**src/frcrs_map.svh**
```systemverilog
// Purpose: offsets, field positions, reset values for the rate control and result status block
// Assumes: 8-bit register port, 10 MHz ref_clk
// Notes: offsets are local choices; see hand-over
// Overview of operation
// - config bits 1:0 select the transfer data rate.
// - config bit 2 stored, no effect, read back on rate select bit 2 in alternate mode.
// - precompensation-off bit survives software reset.
// - density output high on hardware reset, untouched by software resets.
// - result phase presents status bytes of the just-finished command.
// - status 0 bits 7:6 hold the termination code.
// - status 0 bit 5 set on seek, relative seek or recalibrate completion.
// - status 0 bit 4 set on track zero fault.
// - status 0 bit 2 head, bits 1:0 drive, bit 3 zero.
// - status 1 bit 7 set past final sector or missing terminal count.
// - status 1 bit 5 set on ID or data CRC failure.
// - status 1 bit 4 set on overrun or underrun.
// - status 1 bit 2 set when sector or sequence not found.
// - status 1 bit 1 set when write protect rises during write or format.
// - status 1 bit 0 set when address mark missing.
// - rate field 250 Kbps after hardware reset, kept over software reset.
`ifndef FRCRS_MAP_SVH
`define FRCRS_MAP_SVH
`define FRCRS_OFF_CONFIG 4'h0
`define FRCRS_OFF_RATE 4'h1
`define FRCRS_OFF_ST0 4'h2
`define FRCRS_OFF_ST1 4'h3
`define FRCRS_OFF_IRQ_STAT 4'h4
`define FRCRS_OFF_IRQ_MASK 4'h5
`define FRCRS_OFF_MODE 4'h6
`define FRCRS_RATE_250K 2'h2
`define FRCRS_RATE_300K 2'h1
`define FRCRS_CFG_PRECOMP_BIT 2
`define FRCRS_IRQ_RESULT_BIT 0
`define FRCRS_IRQ_WP_BIT 1
`endif

```
**src/frcrs_pkg.sv**
```systemverilog
// Purpose: types for the rate control and result status block
// Assumes: nothing
// Notes: none
package frcrs_pkg;
    typedef enum logic [1:0] {
        FRCRS_TC_NORMAL = 2'h0,
        FRCRS_TC_ABNORMAL = 2'h1,
        FRCRS_TC_INVALID = 2'h2,
        FRCRS_TC_POLLING = 2'h3
    } frcrs_term_e;

    typedef enum logic [1:0] {
        FRCRS_IDLE = 2'h0,
        FRCRS_EXEC = 2'h1,
        FRCRS_RESULT = 2'h2
    } frcrs_phase_e;

    typedef struct packed {
        logic [3:0] addr;
        logic [7:0] wdata;
        logic wr;
        logic rd;
    } frcrs_bus_s;

    // one-cycle event pulses plus held levels (term, head, drive, write_cmd) from the command engine
    typedef struct packed {
        logic cmd_start;
        logic cmd_done;
        frcrs_term_e term;
        logic seek_done;
        logic track_zero_input_fault;
        logic end_of_track;
        logic tc_missing;
        logic crc_error;
        logic overrun;
        logic sector_missing;
        logic hdr_sync_absent;
        logic write_cmd;
        logic head;
        logic [1:0] drive;
    } frcrs_evt_s;

    typedef struct packed {
        logic [1:0] rate;
        logic precomp_off;
        logic density;
        logic alt_mode;
        frcrs_phase_e phase;
        frcrs_term_e term;
        logic seek_done;
        logic track_zero_input_fault;
        logic head;
        logic [1:0] drive;
        logic end_of_track;
        logic crc_error;
        logic overrun;
        logic sector_missing;
        logic write_blocked;
        logic hdr_sync_absent;
        logic [1:0] wp_sync;
        logic wp_prev;
        logic [1:0] irq_stat;
        logic [1:0] irq_mask;
        logic [7:0] rdata;
    } frcrs_state_s;
endpackage

```
**src/frcrs_top.sv**
```systemverilog
// Purpose: configuration control register and result status bytes 0 and 1
// Assumes: events come from the command engine on ref_clk; write protect is a raw pin
// Notes: software reset is a one-cycle pulse from the drive output or rate select logic
//
// Added by the designer: the placing of the registers and the address-and-strobe port.
`timescale 1ns/1ps
`include "frcrs_map.svh"
module frcrs_top (
    input wire logic ref_clk,
    input wire logic rstn,
    input wire logic soft_reset,
    input wire frcrs_pkg::frcrs_bus_s bus,
    output logic [7:0] rdata,
    input wire frcrs_pkg::frcrs_evt_s evt,
    input wire logic write_protect_pin,
    output logic [1:0] transfer_rate_field,
    output logic density_output,
    output logic result_phase,
    output logic irq
);
    frcrs_pkg::frcrs_state_s s_q;
    frcrs_pkg::frcrs_state_s s_d;
    logic wp_rise;
    logic wr_cfg;
    logic [1:0] ev;

    always_comb
    begin
        s_d = s_q;
        wr_cfg = bus.wr && (bus.addr == `FRCRS_OFF_CONFIG);
        s_d.wp_sync = {s_q.wp_sync[0], write_protect_pin};
        s_d.wp_prev = s_q.wp_sync[1];
        wp_rise = s_q.wp_sync[1] && !s_q.wp_prev;
        // bits 7:3 ignored on write, software keeps them zero
        if (wr_cfg)
        begin
            s_d.rate = bus.wdata[1:0];
            s_d.precomp_off = bus.wdata[`FRCRS_CFG_PRECOMP_BIT];
        end
        // rate density follows the rate; a soft reset touches none of these
        s_d.density = (s_d.rate == `FRCRS_RATE_250K) || (s_d.rate == `FRCRS_RATE_300K);
        if (bus.wr && (bus.addr == `FRCRS_OFF_MODE))
        begin
            s_d.alt_mode = bus.wdata[0];
        end
        ev = 2'h0;
        case (s_q.phase)
            frcrs_pkg::FRCRS_IDLE:
            begin
                if (evt.cmd_start)
                begin
                    s_d.phase = frcrs_pkg::FRCRS_EXEC;
                    s_d.seek_done = 1'b0;
                    s_d.track_zero_input_fault = 1'b0;
                    s_d.end_of_track = 1'b0;
                    s_d.crc_error = 1'b0;
                    s_d.overrun = 1'b0;
                    s_d.sector_missing = 1'b0;
                    s_d.write_blocked = 1'b0;
                    s_d.hdr_sync_absent = 1'b0;
                end
            end
            frcrs_pkg::FRCRS_EXEC:
            begin
                // flags accumulate over the command so a late error is not lost
                if (evt.seek_done) s_d.seek_done = 1'b1;
                if (evt.track_zero_input_fault) s_d.track_zero_input_fault = 1'b1;
                if (evt.end_of_track || evt.tc_missing) s_d.end_of_track = 1'b1;
                if (evt.crc_error) s_d.crc_error = 1'b1;
                if (evt.overrun) s_d.overrun = 1'b1;
                if (evt.sector_missing) s_d.sector_missing = 1'b1;
                if (evt.write_cmd && wp_rise)
                begin
                    s_d.write_blocked = 1'b1;
                    ev[`FRCRS_IRQ_WP_BIT] = 1'b1;
                end
                if (evt.hdr_sync_absent) s_d.hdr_sync_absent = 1'b1;
                if (evt.cmd_done)
                begin
                    s_d.term = evt.term;
                    s_d.head = evt.head;
                    s_d.drive = evt.drive;
                    s_d.phase = frcrs_pkg::FRCRS_RESULT;
                    ev[`FRCRS_IRQ_RESULT_BIT] = 1'b1;
                end
            end
            frcrs_pkg::FRCRS_RESULT:
            begin
                // reading byte 1 ends the result phase
                if (bus.rd && (bus.addr == `FRCRS_OFF_ST1))
                begin
                    s_d.phase = frcrs_pkg::FRCRS_IDLE;
                end
                else if (evt.cmd_start)
                begin
                    // a new command must not inherit the flags of the one still being reported
                    s_d.phase = frcrs_pkg::FRCRS_EXEC;
                    s_d.seek_done = 1'b0;
                    s_d.track_zero_input_fault = 1'b0;
                    s_d.end_of_track = 1'b0;
                    s_d.crc_error = 1'b0;
                    s_d.overrun = 1'b0;
                    s_d.sector_missing = 1'b0;
                    s_d.write_blocked = 1'b0;
                    s_d.hdr_sync_absent = 1'b0;
                end
            end
            default:
            begin
                s_d.phase = frcrs_pkg::FRCRS_IDLE;
            end
        endcase
        if (soft_reset)
        begin
            s_d.phase = frcrs_pkg::FRCRS_IDLE;
        end
        // set wins over the write-one clear
        if (bus.wr && (bus.addr == `FRCRS_OFF_IRQ_STAT)) s_d.irq_stat = s_q.irq_stat & ~bus.wdata[1:0];
        s_d.irq_stat = s_d.irq_stat | ev;
        if (bus.wr && (bus.addr == `FRCRS_OFF_IRQ_MASK)) s_d.irq_mask = bus.wdata[1:0];
        s_d.rdata = 8'h00;
        if (bus.rd)
        begin
            if (bus.addr == `FRCRS_OFF_RATE)
                s_d.rdata = {5'h00, s_q.alt_mode & s_q.precomp_off, s_q.rate};
            else if (bus.addr == `FRCRS_OFF_ST0)
                s_d.rdata = {s_q.term, s_q.seek_done, s_q.track_zero_input_fault, 1'b0, s_q.head, s_q.drive};
            else if (bus.addr == `FRCRS_OFF_ST1)
                s_d.rdata = {s_q.end_of_track, 1'b0, s_q.crc_error, s_q.overrun, 1'b0,
                             s_q.sector_missing, s_q.write_blocked, s_q.hdr_sync_absent};
            else if (bus.addr == `FRCRS_OFF_IRQ_STAT)
                s_d.rdata = {6'h00, s_q.irq_stat};
            else if (bus.addr == `FRCRS_OFF_IRQ_MASK)
                s_d.rdata = {6'h00, s_q.irq_mask};
            else if (bus.addr == `FRCRS_OFF_MODE)
                s_d.rdata = {7'h00, s_q.alt_mode};
            else
                s_d.rdata = 8'h00;
        end
    end

    always_ff @(posedge ref_clk or negedge rstn)
    begin
        if (!rstn)
        begin
            s_q <= '0;
            s_q.rate <= `FRCRS_RATE_250K;
            s_q.density <= 1'b1;
        end
        else
        begin
            s_q <= s_d;
        end
    end

    assign rdata = s_q.rdata;
    assign transfer_rate_field = s_q.rate;
    assign density_output = s_q.density;
    assign result_phase = (s_q.phase == frcrs_pkg::FRCRS_RESULT);
    assign irq = |(s_q.irq_stat & s_q.irq_mask);
endmodule

```
**config.mk**
```make
export PLATFORM = sky130hd
export DESIGN_NAME = frcrs_top
export DESIGN_NICKNAME = d
export VERILOG_FILES = /design/src/frcrs_pkg.sv /design/src/frcrs_top.sv
export VERILOG_INCLUDE_DIRS = /design/src
export SDC_FILE = /design/constraint.sdc
export NUM_CORES = 1
export LEC_CHECK = 0
export BUFFER_PORTS_ARGS = -buffer_cell sky130_fd_sc_hd__buf_4
export CAP_MARGIN = 10
export CORE_MARGIN = 8
export CORE_UTILIZATION = 51
export CTS_CLUSTER_DIAMETER = 200
export DETAILED_ROUTE_END_ITERATION = 10
export MAX_ROUTING_LAYER = met4
export PLACE_DENSITY_LB_ADDON = 0.25
export SYNTH_ARGS = -nofsm -noshare
export SYNTH_HDL_FRONTEND = slang
export SYNTH_SLANG_ARGS = --single-unit
```
**constraint.sdc**
```tcl
create_clock -name ref_clk -period 1.65 [get_ports ref_clk]
set_input_delay 0.33 -clock ref_clk [delete_from_list [all_inputs] [get_ports ref_clk]]
set_output_delay 0.33 -clock ref_clk [all_outputs]
set_load 0.02 [all_outputs]
```
==> results of run 1 <==
cells in the mapped netlist (2+ instances only):
cell	instances	area share, %
o21ai_0	6	1.9
dfrtp_1	32	50
a22o_1	4	2.2
nand3b_1	2	0.93
buf_4	11	5.1
nand2_1	13	3.0
nand2b_1	2	0.78
a21oi_1	14	4.4
dfstp_2	2	3.3
mux2_2	11	7.7
nor2b_1	2	0.78
mux2i_1	4	2.5
inv_1	4	0.93
buf_2	3	0.93
nor2_1	23	5.4
flip-flops by register name, summed over array words and instances (netlist names):
| name | count |
|---|---|
| density_output | 1 |
| s_q | 22 |
| transfer_rate_field | 2 |
| s_d | 2 |
| rdata | 7 |
critical path, cell delays in order (launching register included):
cell     delay [ns]
dfrtp_1        0.41
buf_4          0.17
nor2_1         0.14
buf_4          0.17
through the flow:
| stage | total power, mW | setup slack, ns | hold slack (ns) | instance area [um^2] |
|---|---|---|---|---|
| global route | 2.04 | 0.0554 | 0.0798 | 1940 |
| CTS | 1.96 | 0.0678 | 0.0840 | 1940 |
| detailed placement | 1.51 | 0.167 | 0.296 | 1880 |
| global placement | 1.50 | 0.195 | 0.290 | 1880 |
| finish | 1.94 | 0.114 | 0.103 | 1940 |
| floorplan | 1.34 | 0.251 | 0.0344 | 1610 |
kinds of logic after synthesis:
logic type      count (synthesis)  synth area share (%)
compound gates                 35                  14.2
buf+inv                        19                  7.23
mux                            15                  10.2
simple gates                   49                  14.1
other cells                     1                 0.233
flops                          34                  53.0
xor+xnor                        2                  1.09
worst paths after layout:
check                      slack [ns]  depth (start not counted)              start        endpoint
hold reg to reg                  0.36                          0            s_d[14]         s_d[12]
max in group asynchronous        0.85                          2               rstn  density_output
min in group asynchronous        0.47                          2               rstn        rdata[2]
setup / recovery                 0.11                          3            s_q[28]    result_phase
setup reg to reg                 0.32                          3            s_q[29]         s_q[22]
hold / removal                   0.10                          1  write_protect_pin         s_d[14]
repair_timing:
| item | 4_1_cts | 5_1_grt |
|---|---|---|
| setup endpoints to repair | 0 | 1 |
| gates resized for setup | 0 | 1 |
| setup buffers | 0 | 0 |
| hold buffers | 1 | 0 |
| hold endpoints to repair | 32 | 0 |
power by group:
group | switching, mW | leakage (nW) | internal, mW
clock | 0.252 | 0.0302 | 0.192
sequential | 0.0879 | 0.424 | 0.970
combinational | 0.214 | 0.460 | 0.224
cell type report:
cell class                      instances  area, um^2  share of cell area [%]
Multi-Input combinational cell        102         639                    32.9
Inverter                                5        18.8                   0.966
Tap cell                               44        55.1                    2.83
Clock buffer                            6        51.3                    2.64
Sequential cell                        34         853                    43.9
Timing Repair Buffer                   43         325                    16.7
metal layers:
layer	vias up	global-route usage, %	share of wire, %	wire [um]
met5	-	-	0	0
met4	0	6.80	1.7	60
met3	7	3.99	5.1	176
met2	36	22.9	49	1700
met1	576	16.8	44	1520
li1	600	-	-	-
==> reports/metrics.yaml, run 1 <==
layout:
  antenna-diode-count: 0
  final_cells: 234
  layout.cells.most_common_list: "buf_4 (42), dfrtp_1 (32), nor2_1 (23), a21oi_1 (14), nand2_1 (13)"
  layout-drive-gt1-share_pct: 34.2
  nets: 225
  finalCoreUtilization_pct: 64.2
  areaGrowthSynthToFinish_pct: 20.8
  commonest_non_fill_non_tap_cell_in_the_layout: "buf_4"
  num-fill-cells: 268
setup_path:
  worst_setup_path_start_kind: "flip-flop"
  required_ns: 1.32
  timing.setup.critical_path_class: "reg -> out"
  critical_path.max_fanout: 9
  worstSetupEndpointType: "output port"
  critPathArrivalTime_ns: 1.21
routing:
  post-route-drc-count: 0
  avgRoutedWirePerCell_um: 14.8
  drt_iter0_markers: 48
  drt_first_pass_iters: 4
  totalWireLength_mm: 3.46
  number_of_routed_nets_with_antenna_violations: 0
  viasPerCell: 5.21
  num_vias: 1219
timing:
  final-setup-viol-count: 0
  finalMaxSlewViolations: 0
  layout_min_cycle_time_ns: 1.54
  finClkSkew_ns: 0.00173
  max_freq_mhz: 651
  setup_tns_ns: 0
  fin_hold_viols: 0
  rsz_0062_raised_after_global_routing: "false"
  post-route-period-util_pct: 93.1
grt:
  grt_antenna_before_repair: 0
  grt_use_total_pct: 14.5
  grt_max_degree: 35
  grt_first_pass_wirelength_mm: 5.72
  globalRoute.totalOverflow: 0
  grt_pass1_vias: 1217
logic_synthesis:
  synthDistinctLibCells: 37
  async_reset_ff_share_pct: 100
  syn_nets: 189
  ys.flop_type: "dfrtp_1"
  mapped_cells: 155
  post_synth.cell_area_avg_um2: 10.4
  synth.yosys.seq_area_share_pct: 53.0
  mappedNetlistArea_um2: 1610
  synth-warning-count: 0
  synth.ff_latch_count: 34
  synth_enable_flop_cells: 0
clock_tree:
  clkSinkCount: 34
  worstSkewPairLatency_ns: 0.32
  cts_buffer_depth: 2
  cts.root.buffer_cell: "clkbuf_4"
  tritoncts.num_buffers: 5
  cts_tree: "done"
  ctsHtreeMaxLevel: 2
  path_clk_slew_ns: 0.09
floorplan:
  initial_core_util_pct: 53.1
  fp.dieW_um: 72.2
  design.portCount: 47
  standard_cell_row_count: 20
  core_um2: 3030
  die_height_um: 72.2
  floorplan.die_area_um2: 5210
run_status:
  status: "finished clean"
power:
  cellLeakagePower_nw: 0.914
  vdd.ir_drop.worst_mv: 0.550
  p_per_area_nw_per_um2: 998
hold_path:
  min-delay-path-class: "in -> reg"
place:
  portBuffers: 40
  place_congestion: 0.847
  dpl.hpwl_mm: 2.70
  dp.cells: 227
job:
  max-cap-violations: 0
(Power assumes the default switching activity.)
==> run 2: changes to the inputs <==
--- a/config.mk
+++ b/config.mk
@@ -8,11 +8,10 @@
 export LEC_CHECK = 0
 export BUFFER_PORTS_ARGS = -buffer_cell sky130_fd_sc_hd__buf_4
 export CAP_MARGIN = 10
-export CORE_MARGIN = 8
-export CORE_UTILIZATION = 51
+export CORE_MARGIN = 2
+export CORE_UTILIZATION = 46
 export CTS_CLUSTER_DIAMETER = 200
 export DETAILED_ROUTE_END_ITERATION = 10
-export MAX_ROUTING_LAYER = met4
 export PLACE_DENSITY_LB_ADDON = 0.25
 export SYNTH_ARGS = -nofsm -noshare
 export SYNTH_HDL_FRONTEND = slang
==> constraint.sdc (replaced) <==
create_clock -name ref_clk -period 1.4 [get_ports ref_clk]
set_input_delay 0.28 -clock ref_clk [delete_from_list [all_inputs] [get_ports ref_clk]]
set_output_delay 0.28 -clock ref_clk [all_outputs]
set_load 0.02 [all_outputs]
==> run 2 against run 1 <==
The run now ends with negative setup slack left. Combinational power is 28% higher. Clock skew is 0.0051 ns higher. Sequential cell count stayed put. Largest cell class unchanged. Setup slack worse by 0.13 ns. Power is 29% higher. Highest routed layer unchanged. Clock power is 57% higher. Die area is 23% lower. Cell area is 6.6% higher.
==> reports/metrics.yaml, run 2 (synthesis results as in run 1) <==
timing:
  final-setup-viol-count: 1  # was 0
  rsz_0062_raised_after_global_routing: "true"  # was false
  layout_min_cycle_time_ns: 1.41
  fin_hold_viols: 0  # unchanged
  finalMaxSlewViolations: 0  # unchanged
  finClkSkew_ns: 0.00679  # was 0.00173 ns
  max_freq_mhz: 708
  post-route-period-util_pct: 101
  finalWorstSetupSlack_ns: -0.0119  # was 0.114 ns
  final.hold.worst_slack_ns: 0.0437  # was 0.103 ns
floorplan:
  standard_cell_row_count: 21  # was 20
  design.portCount: 47  # unchanged
  die_height_um: 63.1  # was 72.2 um
  fp.dieW_um: 63.1  # was 72.2 um
  initial_core_util_pct: 48.2  # was 53.1%
  core_um2: 3340  # was 3030 um^2
  floorplan.die_area_um2: 3990  # was 5210 um^2
layout:
  registers.top_by_ff_count: "s_q"  # unchanged
  commonest_non_fill_non_tap_cell_in_the_layout: "buf_4"  # unchanged
  largest_register_ff_count: 22  # unchanged
  layout.cells.most_common_list: "buf_4 (51), dfrtp_1 (32), nor2_1 (22), a21oi_1 (14), nand2_1 (12)"  # was buf_4 (42), dfrtp_1 (32), nor2_1 (23), a21oi_1 (14), nand2_1 (13)
  final_cells: 249  # was 234
  finalCoreUtilization_pct: 62.1  # was 64.2%
  layout-drive-gt1-share_pct: 38.4  # was 34.2%
  areaGrowthSynthToFinish_pct: 28.8  # was 20.8%
  antenna-diode-count: 0  # unchanged
  nets: 236  # was 225
grt:
  grt_use_total_pct: 19.1  # was 14.5%
  grt_antenna_before_repair: 0  # unchanged
  grt_pass1_vias: 1303  # was 1,217
  globalRoute.totalOverflow: 0  # unchanged
  grt_first_pass_wirelength_mm: 5.86  # was 5.72 mm
  grt_max_degree: 35  # unchanged
power:
  power_report.internal_total_mw: 1.82  # was 1.39 mW
  p_per_area_nw_per_um2: 1210  # was 998 nW/um^2
  cellLeakagePower_nw: 0.979  # was 0.914 nW
  netSwitchingFraction_pct: 27.5  # was 28.5%
  combPwrFrac_pct: 22.3  # was 22.6%
  power.clock.fraction_pct: 27.9  # was 22.9%
  vdd.ir_drop.worst_mv: 0.845  # was 0.550 mV
  finalPower_mw: 2.51  # was 1.94 mW
  total_switching_power_mw: 0.688  # was 0.553 mW
  sequentialPowerShare_pct: 49.8  # was 54.5%
routing:
  post-route-drc-count: 0  # unchanged
  avgRoutedWirePerCell_um: 14.0  # was 14.8 um
  drt_first_pass_iters: 4  # unchanged
  number_of_routed_nets_with_antenna_violations: 0  # unchanged
  num_vias: 1287  # was 1,219
  drt_iter0_markers: 37  # was 48
  viasPerCell: 5.17  # was 5.21
  totalWireLength_mm: 3.48  # was 3.46 mm
place:
  dp.cells: 235  # was 227
  place_congestion: 0.833  # was 0.847
  pre_cts_ws_ns: 0.0130  # was 0.167 ns
  portBuffers: 40  # unchanged
  dpl.hpwl_mm: 2.53  # was 2.70 mm
clock_tree:
  worstSkewPairLatency_ns: 0.34  # was 0.32 ns
  cts.root.buffer_cell: "clkbuf_4"  # unchanged
  ctsHtreeMaxLevel: 2  # unchanged
  path_clk_slew_ns: 0.10  # was 0.09 ns
  tritoncts.num_buffers: 5  # unchanged
  cts_tree: "done"  # unchanged
  cts_buffer_depth: 2  # unchanged
  clkSinkCount: 34  # unchanged
hold_path:
  min-delay-path-class: "in -> reg"  # unchanged
run_status:
  violated_checks: "negative setup slack"
  status: "finished with violations"  # was finished clean
setup_path:
  worst_setup_path_start_kind: "flip-flop"  # unchanged
  critical_path.max_fanout: 2  # was 9
  critPathArrivalTime_ns: 1.13  # was 1.21 ns
  timing.setup.critical_path_class: "reg -> out"  # unchanged
  required_ns: 1.12  # was 1.32 ns
  worstSetupEndpointType: "output port"  # unchanged
job:
  max-cap-violations: 0  # unchanged
run 2: cell count changes in the layout (fill, tap and decap cells not counted), sizes merged:
cell,before,now
buf,42,53
bufinv,0,1
clkbuf,6,7
run 2: power by group through the flow:
| stage | combinational (mW) | sequential [mW] | clock, mW |
|---|---|---|---|
| 4_1_cts | 0.563 | 1.25 | 0.718 |
| 3_5_place_dp | 0.531 | 1.27 | 0 |
| 2_1_floorplan | 0.329 | 1.25 | 0 |
| 6_report | 0.559 | 1.25 | 0.699 |
| 5_1_grt | 0.618 | 1.27 | 0.766 |
| 3_3_place_gp | 0.515 | 1.26 | 0 |
run 2: worst max-delay path, cell delays in order, from the launching register on:
cell and delay [ns]:
dfrtp_1 0.40, a22o_1 0.26, buf_6 0.13
run 2: per-stage QoR:
step,TNS (ns),cell area (um^2)
2_1_floorplan,0,1610
3_3_place_gp,0,1930
3_5_place_dp,0,1930
4_1_cts,-0.0104,2060
5_1_grt,-0.0896,2070
6_report,-0.0119,2070
run 2: final cells by class:
type | count | area, um^2
Sequential cell | 34 | 853
Clock buffer | 7 | 45.0
Multi-Input combinational cell | 102 | 649
Timing Repair Buffer | 54 | 415
Inverter | 5 | 21.3
Clock inverter | 1 | 30.0
Tap cell | 46 | 57.6
Fill cell | 282 | 1260
run 2: path summary, 6_finish.rpt:
path / endpoint / slack (ns) / cells after the start / start
worst min-delay path: s_d[14] / 0.04 / 1 / write_protect_pin
max in group asynchronous: transfer_rate_field[1] / 0.66 / 2 / rstn
worst max-delay path: irq / -0.01 / 2 / s_q[10]
worst min register to register: s_d[12] / 0.36 / 0 / s_d[14]
min in group asynchronous: s_q[10] / 0.41 / 2 / rstn
worst max register to register: rdata[0] / 0.04 / 5 / s_q[10]
run 2: per-layer routing:
metal	GRT usage (%)	routed length [um]	up-vias
met4	6.67	65	0
met3	5.89	218	9
met1	23.6	1480	623
li1	-	-	621
met5	0	0	-
met2	31.8	1720	34
run 2: repair_timing:
action | in CTS | in global routing
pin swaps | 1 | 0
endpoints found under the hold margin | 32 | 0
setup buffers | 3 | 3
resized for setup | 6 | 2
endpoints found under the setup margin | 2 | 3
hold buffers | 1 | 0
==> run 3: changes to the inputs <==
--- a/config.mk
+++ b/config.mk
@@ -16,3 +16,4 @@
 export SYNTH_ARGS = -nofsm -noshare
 export SYNTH_HDL_FRONTEND = slang
 export SYNTH_SLANG_ARGS = --single-unit
+export TNS_END_PERCENT = 20
==> run 3 against run 2 <==
The flow still finishes with violations (negative setup slack). Sequential cell count stayed put. Via count is 2.0% lower. Clock skew is 0.00063 ns higher. Sequential share of layout area is 0.33 points higher. Cell count is 0.80% lower. Fmax hardly changed. Core utilization is 0.49 points lower. Setup slack worse by 0.00072 ns. Largest power group unchanged.
==> reports/metrics.yaml, run 3 (synthesis results as in run 1) <==
setup_path:
  worst_setup_path_start_kind: "flip-flop"  # unchanged
  critical_path.max_fanout: 2  # unchanged
  required_ns: 1.12  # about the same
  slowest_stage: "dfrtp_1"  # unchanged
  crit_chain: "a22o_1 > buf_6"  # unchanged
  worst_path_dominant_cell_family: "flip-flops"  # unchanged
  worstPathBufferInverterCount: 1  # unchanged
  timing.setup.critical_path_class: "reg -> out"  # unchanged
  worstSetupEndpointType: "output port"  # unchanged
  cpPeakStageDelay_ns: 0.40  # about the same
  critPathArrivalTime_ns: 1.13  # about the same
layout:
  layout-drive-gt1-share_pct: 37.3  # was 38.4%
  largest_register_ff_count: 22  # unchanged
  final_cells: 247  # was 249
  antenna-diode-count: 0  # unchanged
  commonest_non_fill_non_tap_cell_in_the_layout: "buf_4"  # unchanged
  layout.cells.most_common_list: "buf_4 (48), dfrtp_1 (32), nor2_1 (22), a21oi_1 (14), nand2_1 (13)"  # was buf_4 (51), dfrtp_1 (32), nor2_1 (22), a21oi_1 (14), nand2_1 (12)
  nets: 234  # was 236
  areaGrowthSynthToFinish_pct: 27.8  # was 28.8%
  registers.top_by_ff_count: "s_q"  # unchanged
timing:
  layout_min_cycle_time_ns: 1.41  # about the same
  post-route-period-util_pct: 101  # about the same
  fin_hold_viols: 0  # unchanged
  setup_tns_ns: -0.0126  # was -0.0119 ns
  rsz_0062_raised_after_global_routing: "true"  # unchanged
  finalMaxSlewViolations: 0  # unchanged
  finalWorstSetupSlack_ns: -0.0126  # was -0.0119 ns
  max_freq_mhz: 708  # about the same
  final-setup-viol-count: 1  # unchanged
  finClkSkew_ns: 0.00742  # was 0.00679 ns
place:
  pre_cts_ws_ns: 0.0130  # unchanged
  dp.cells: 235  # unchanged
  place_congestion: 0.833  # unchanged
  portBuffers: 40  # unchanged
  dpl.hpwl_mm: 2.53  # unchanged
routing:
  met3_layer_wire_length_in_the_routed_design_um: 213  # was 218 um
  number_of_routed_nets_with_antenna_violations: 0  # unchanged
  drt_iter0_markers: 36  # was 37
  num_vias: 1261  # was 1,287
  routed.top_layer: "met4"  # unchanged
  totalWireLength_mm: 3.41  # was 3.48 mm
  routedLengthMet1_mm: 1.44  # was 1.48 mm
  drt_first_pass_iters: 4  # unchanged
  avgRoutedWirePerCell_um: 13.8  # was 14.0 um
  viasPerCell: 5.11  # was 5.17
  post-route-drc-count: 0  # unchanged
  met2_length_mm: 1.69  # was 1.72 mm
power:
  power_report.internal_total_mw: 1.82  # about the same
  vdd.ir_drop.worst_mv: 0.845  # about the same
  netSwitchingFraction_pct: 27.4  # was 27.5%
  combPwrFrac_pct: 22.3  # about the same
  sequentialPowerShare_pct: 49.8  # about the same
  cellLeakagePower_nw: 0.971  # was 0.979 nW
  p_per_area_nw_per_um2: 1220  # was 1210 nW/um^2
  total_switching_power_mw: 0.685  # was 0.688 mW
  power.clock.fraction_pct: 28.0  # was 27.9%
grt:
  grt_use_total_pct: 19.1  # unchanged
  grt_pass1_vias: 1303  # unchanged
  grt_max_degree: 35  # unchanged
  grt_first_pass_wirelength_mm: 5.86  # unchanged
  grt_antenna_before_repair: 0  # unchanged
  globalRoute.totalOverflow: 0  # unchanged
floorplan:
  initial_core_util_pct: 48.2  # unchanged
  fp.dieW_um: 63.1  # unchanged
  die_height_um: 63.1  # unchanged
  core_um2: 3340  # unchanged
  design.portCount: 47  # unchanged
  floorplan.die_area_um2: 3990  # unchanged
  standard_cell_row_count: 21  # unchanged
clock_tree:
  cts_buffer_depth: 2  # unchanged
  path_clk_slew_ns: 0.10  # about the same
  worstSkewPairLatency_ns: 0.34  # about the same
  clkSinkCount: 34  # unchanged
  ctsHtreeMaxLevel: 2  # unchanged
  cts.root.buffer_cell: "clkbuf_4"  # unchanged
  cts_tree: "done"  # unchanged
  tritoncts.num_buffers: 5  # unchanged
hold_path:
  min-delay-path-class: "in -> reg"  # unchanged
job:
  max-cap-violations: 0  # unchanged
run_status:
  violated_checks: "negative setup slack"  # unchanged
  status: "finished with violations"  # unchanged
[run 3: cell types whose count changed in the layout (fill, tap and decap cells not counted)]
cell,delta
inv_2,+1
nand2_2,-1
inv_4,-1
nand2_1,+1
buf_4,-3
buf_6,+1
[run 3: what timing repair did]
item	4_1_cts	5_1_grt
pin swaps	1	0
gates resized for setup	6	0
setup buffers	3	0
hold endpoints to repair	32	0
hold buffers	1	0
endpoints found under the setup margin	2	3
[run 3: power by group through the flow]
stage	Sequential (mW)	Combinational (mW)	Clock, mW
2_1_floorplan	1.25	0.329	0
5_1_grt	1.26	0.617	0.766
3_3_place_gp	1.26	0.515	0
4_1_cts	1.25	0.563	0.718
6_report	1.25	0.557	0.700
3_5_place_dp	1.27	0.531	0
[run 3: final timing paths]
check                      depth (start not counted)                     end  slack [ns]              start
max                                                2                     irq       -0.01            s_q[10]
min                                                1                 s_d[14]        0.04  write_protect_pin
max reg2reg                                        5                rdata[0]        0.04            s_q[10]
min reg2reg                                        0                 s_d[12]        0.36            s_d[14]
max in group asynchronous                          2  transfer_rate_field[1]        0.66               rstn
min in group asynchronous                          2                 s_q[10]        0.41               rstn
[run 3: metrics by stage]
stage                     hold slack (ns)  area [um^2]  power (mW)  util [%]
final                              0.0428         2060        2.50      61.6
after detailed placement            0.246         1930        1.80      57.8
after floorplan                   -0.0156         1610        1.58         -
after global placement              0.242         1930        1.78      57.8
after CTS                          0.0309         2060        2.53      61.6
after global routing               0.0209         2060        2.65      61.6
[run 3: layer usage]
metal	global-route usage, %	up-vias
li1	-	619
met1	23.6	599
met2	31.8	34
met3	5.89	9
met4	6.67	0
met5	0	-
[run 3: worst register-to-register path, delay by kind of cell, from the launching register on]
kind	cells	cell delay [ns]
buf+inv	1	0.12
flops	1	0.38
simple gates	1	0.40
mux	1	0.05
compound gates	2	0.35
[run 3: final cells by class]
cell class,count,area (um^2)
fillers,287,1280
flip-flops and latches,34,853
multi-input cells,102,647
repair buffers,52,404
well taps,46,57.6
clock buffers,7,45.0
clock inverters,1,30.0
inverters,5,18.8
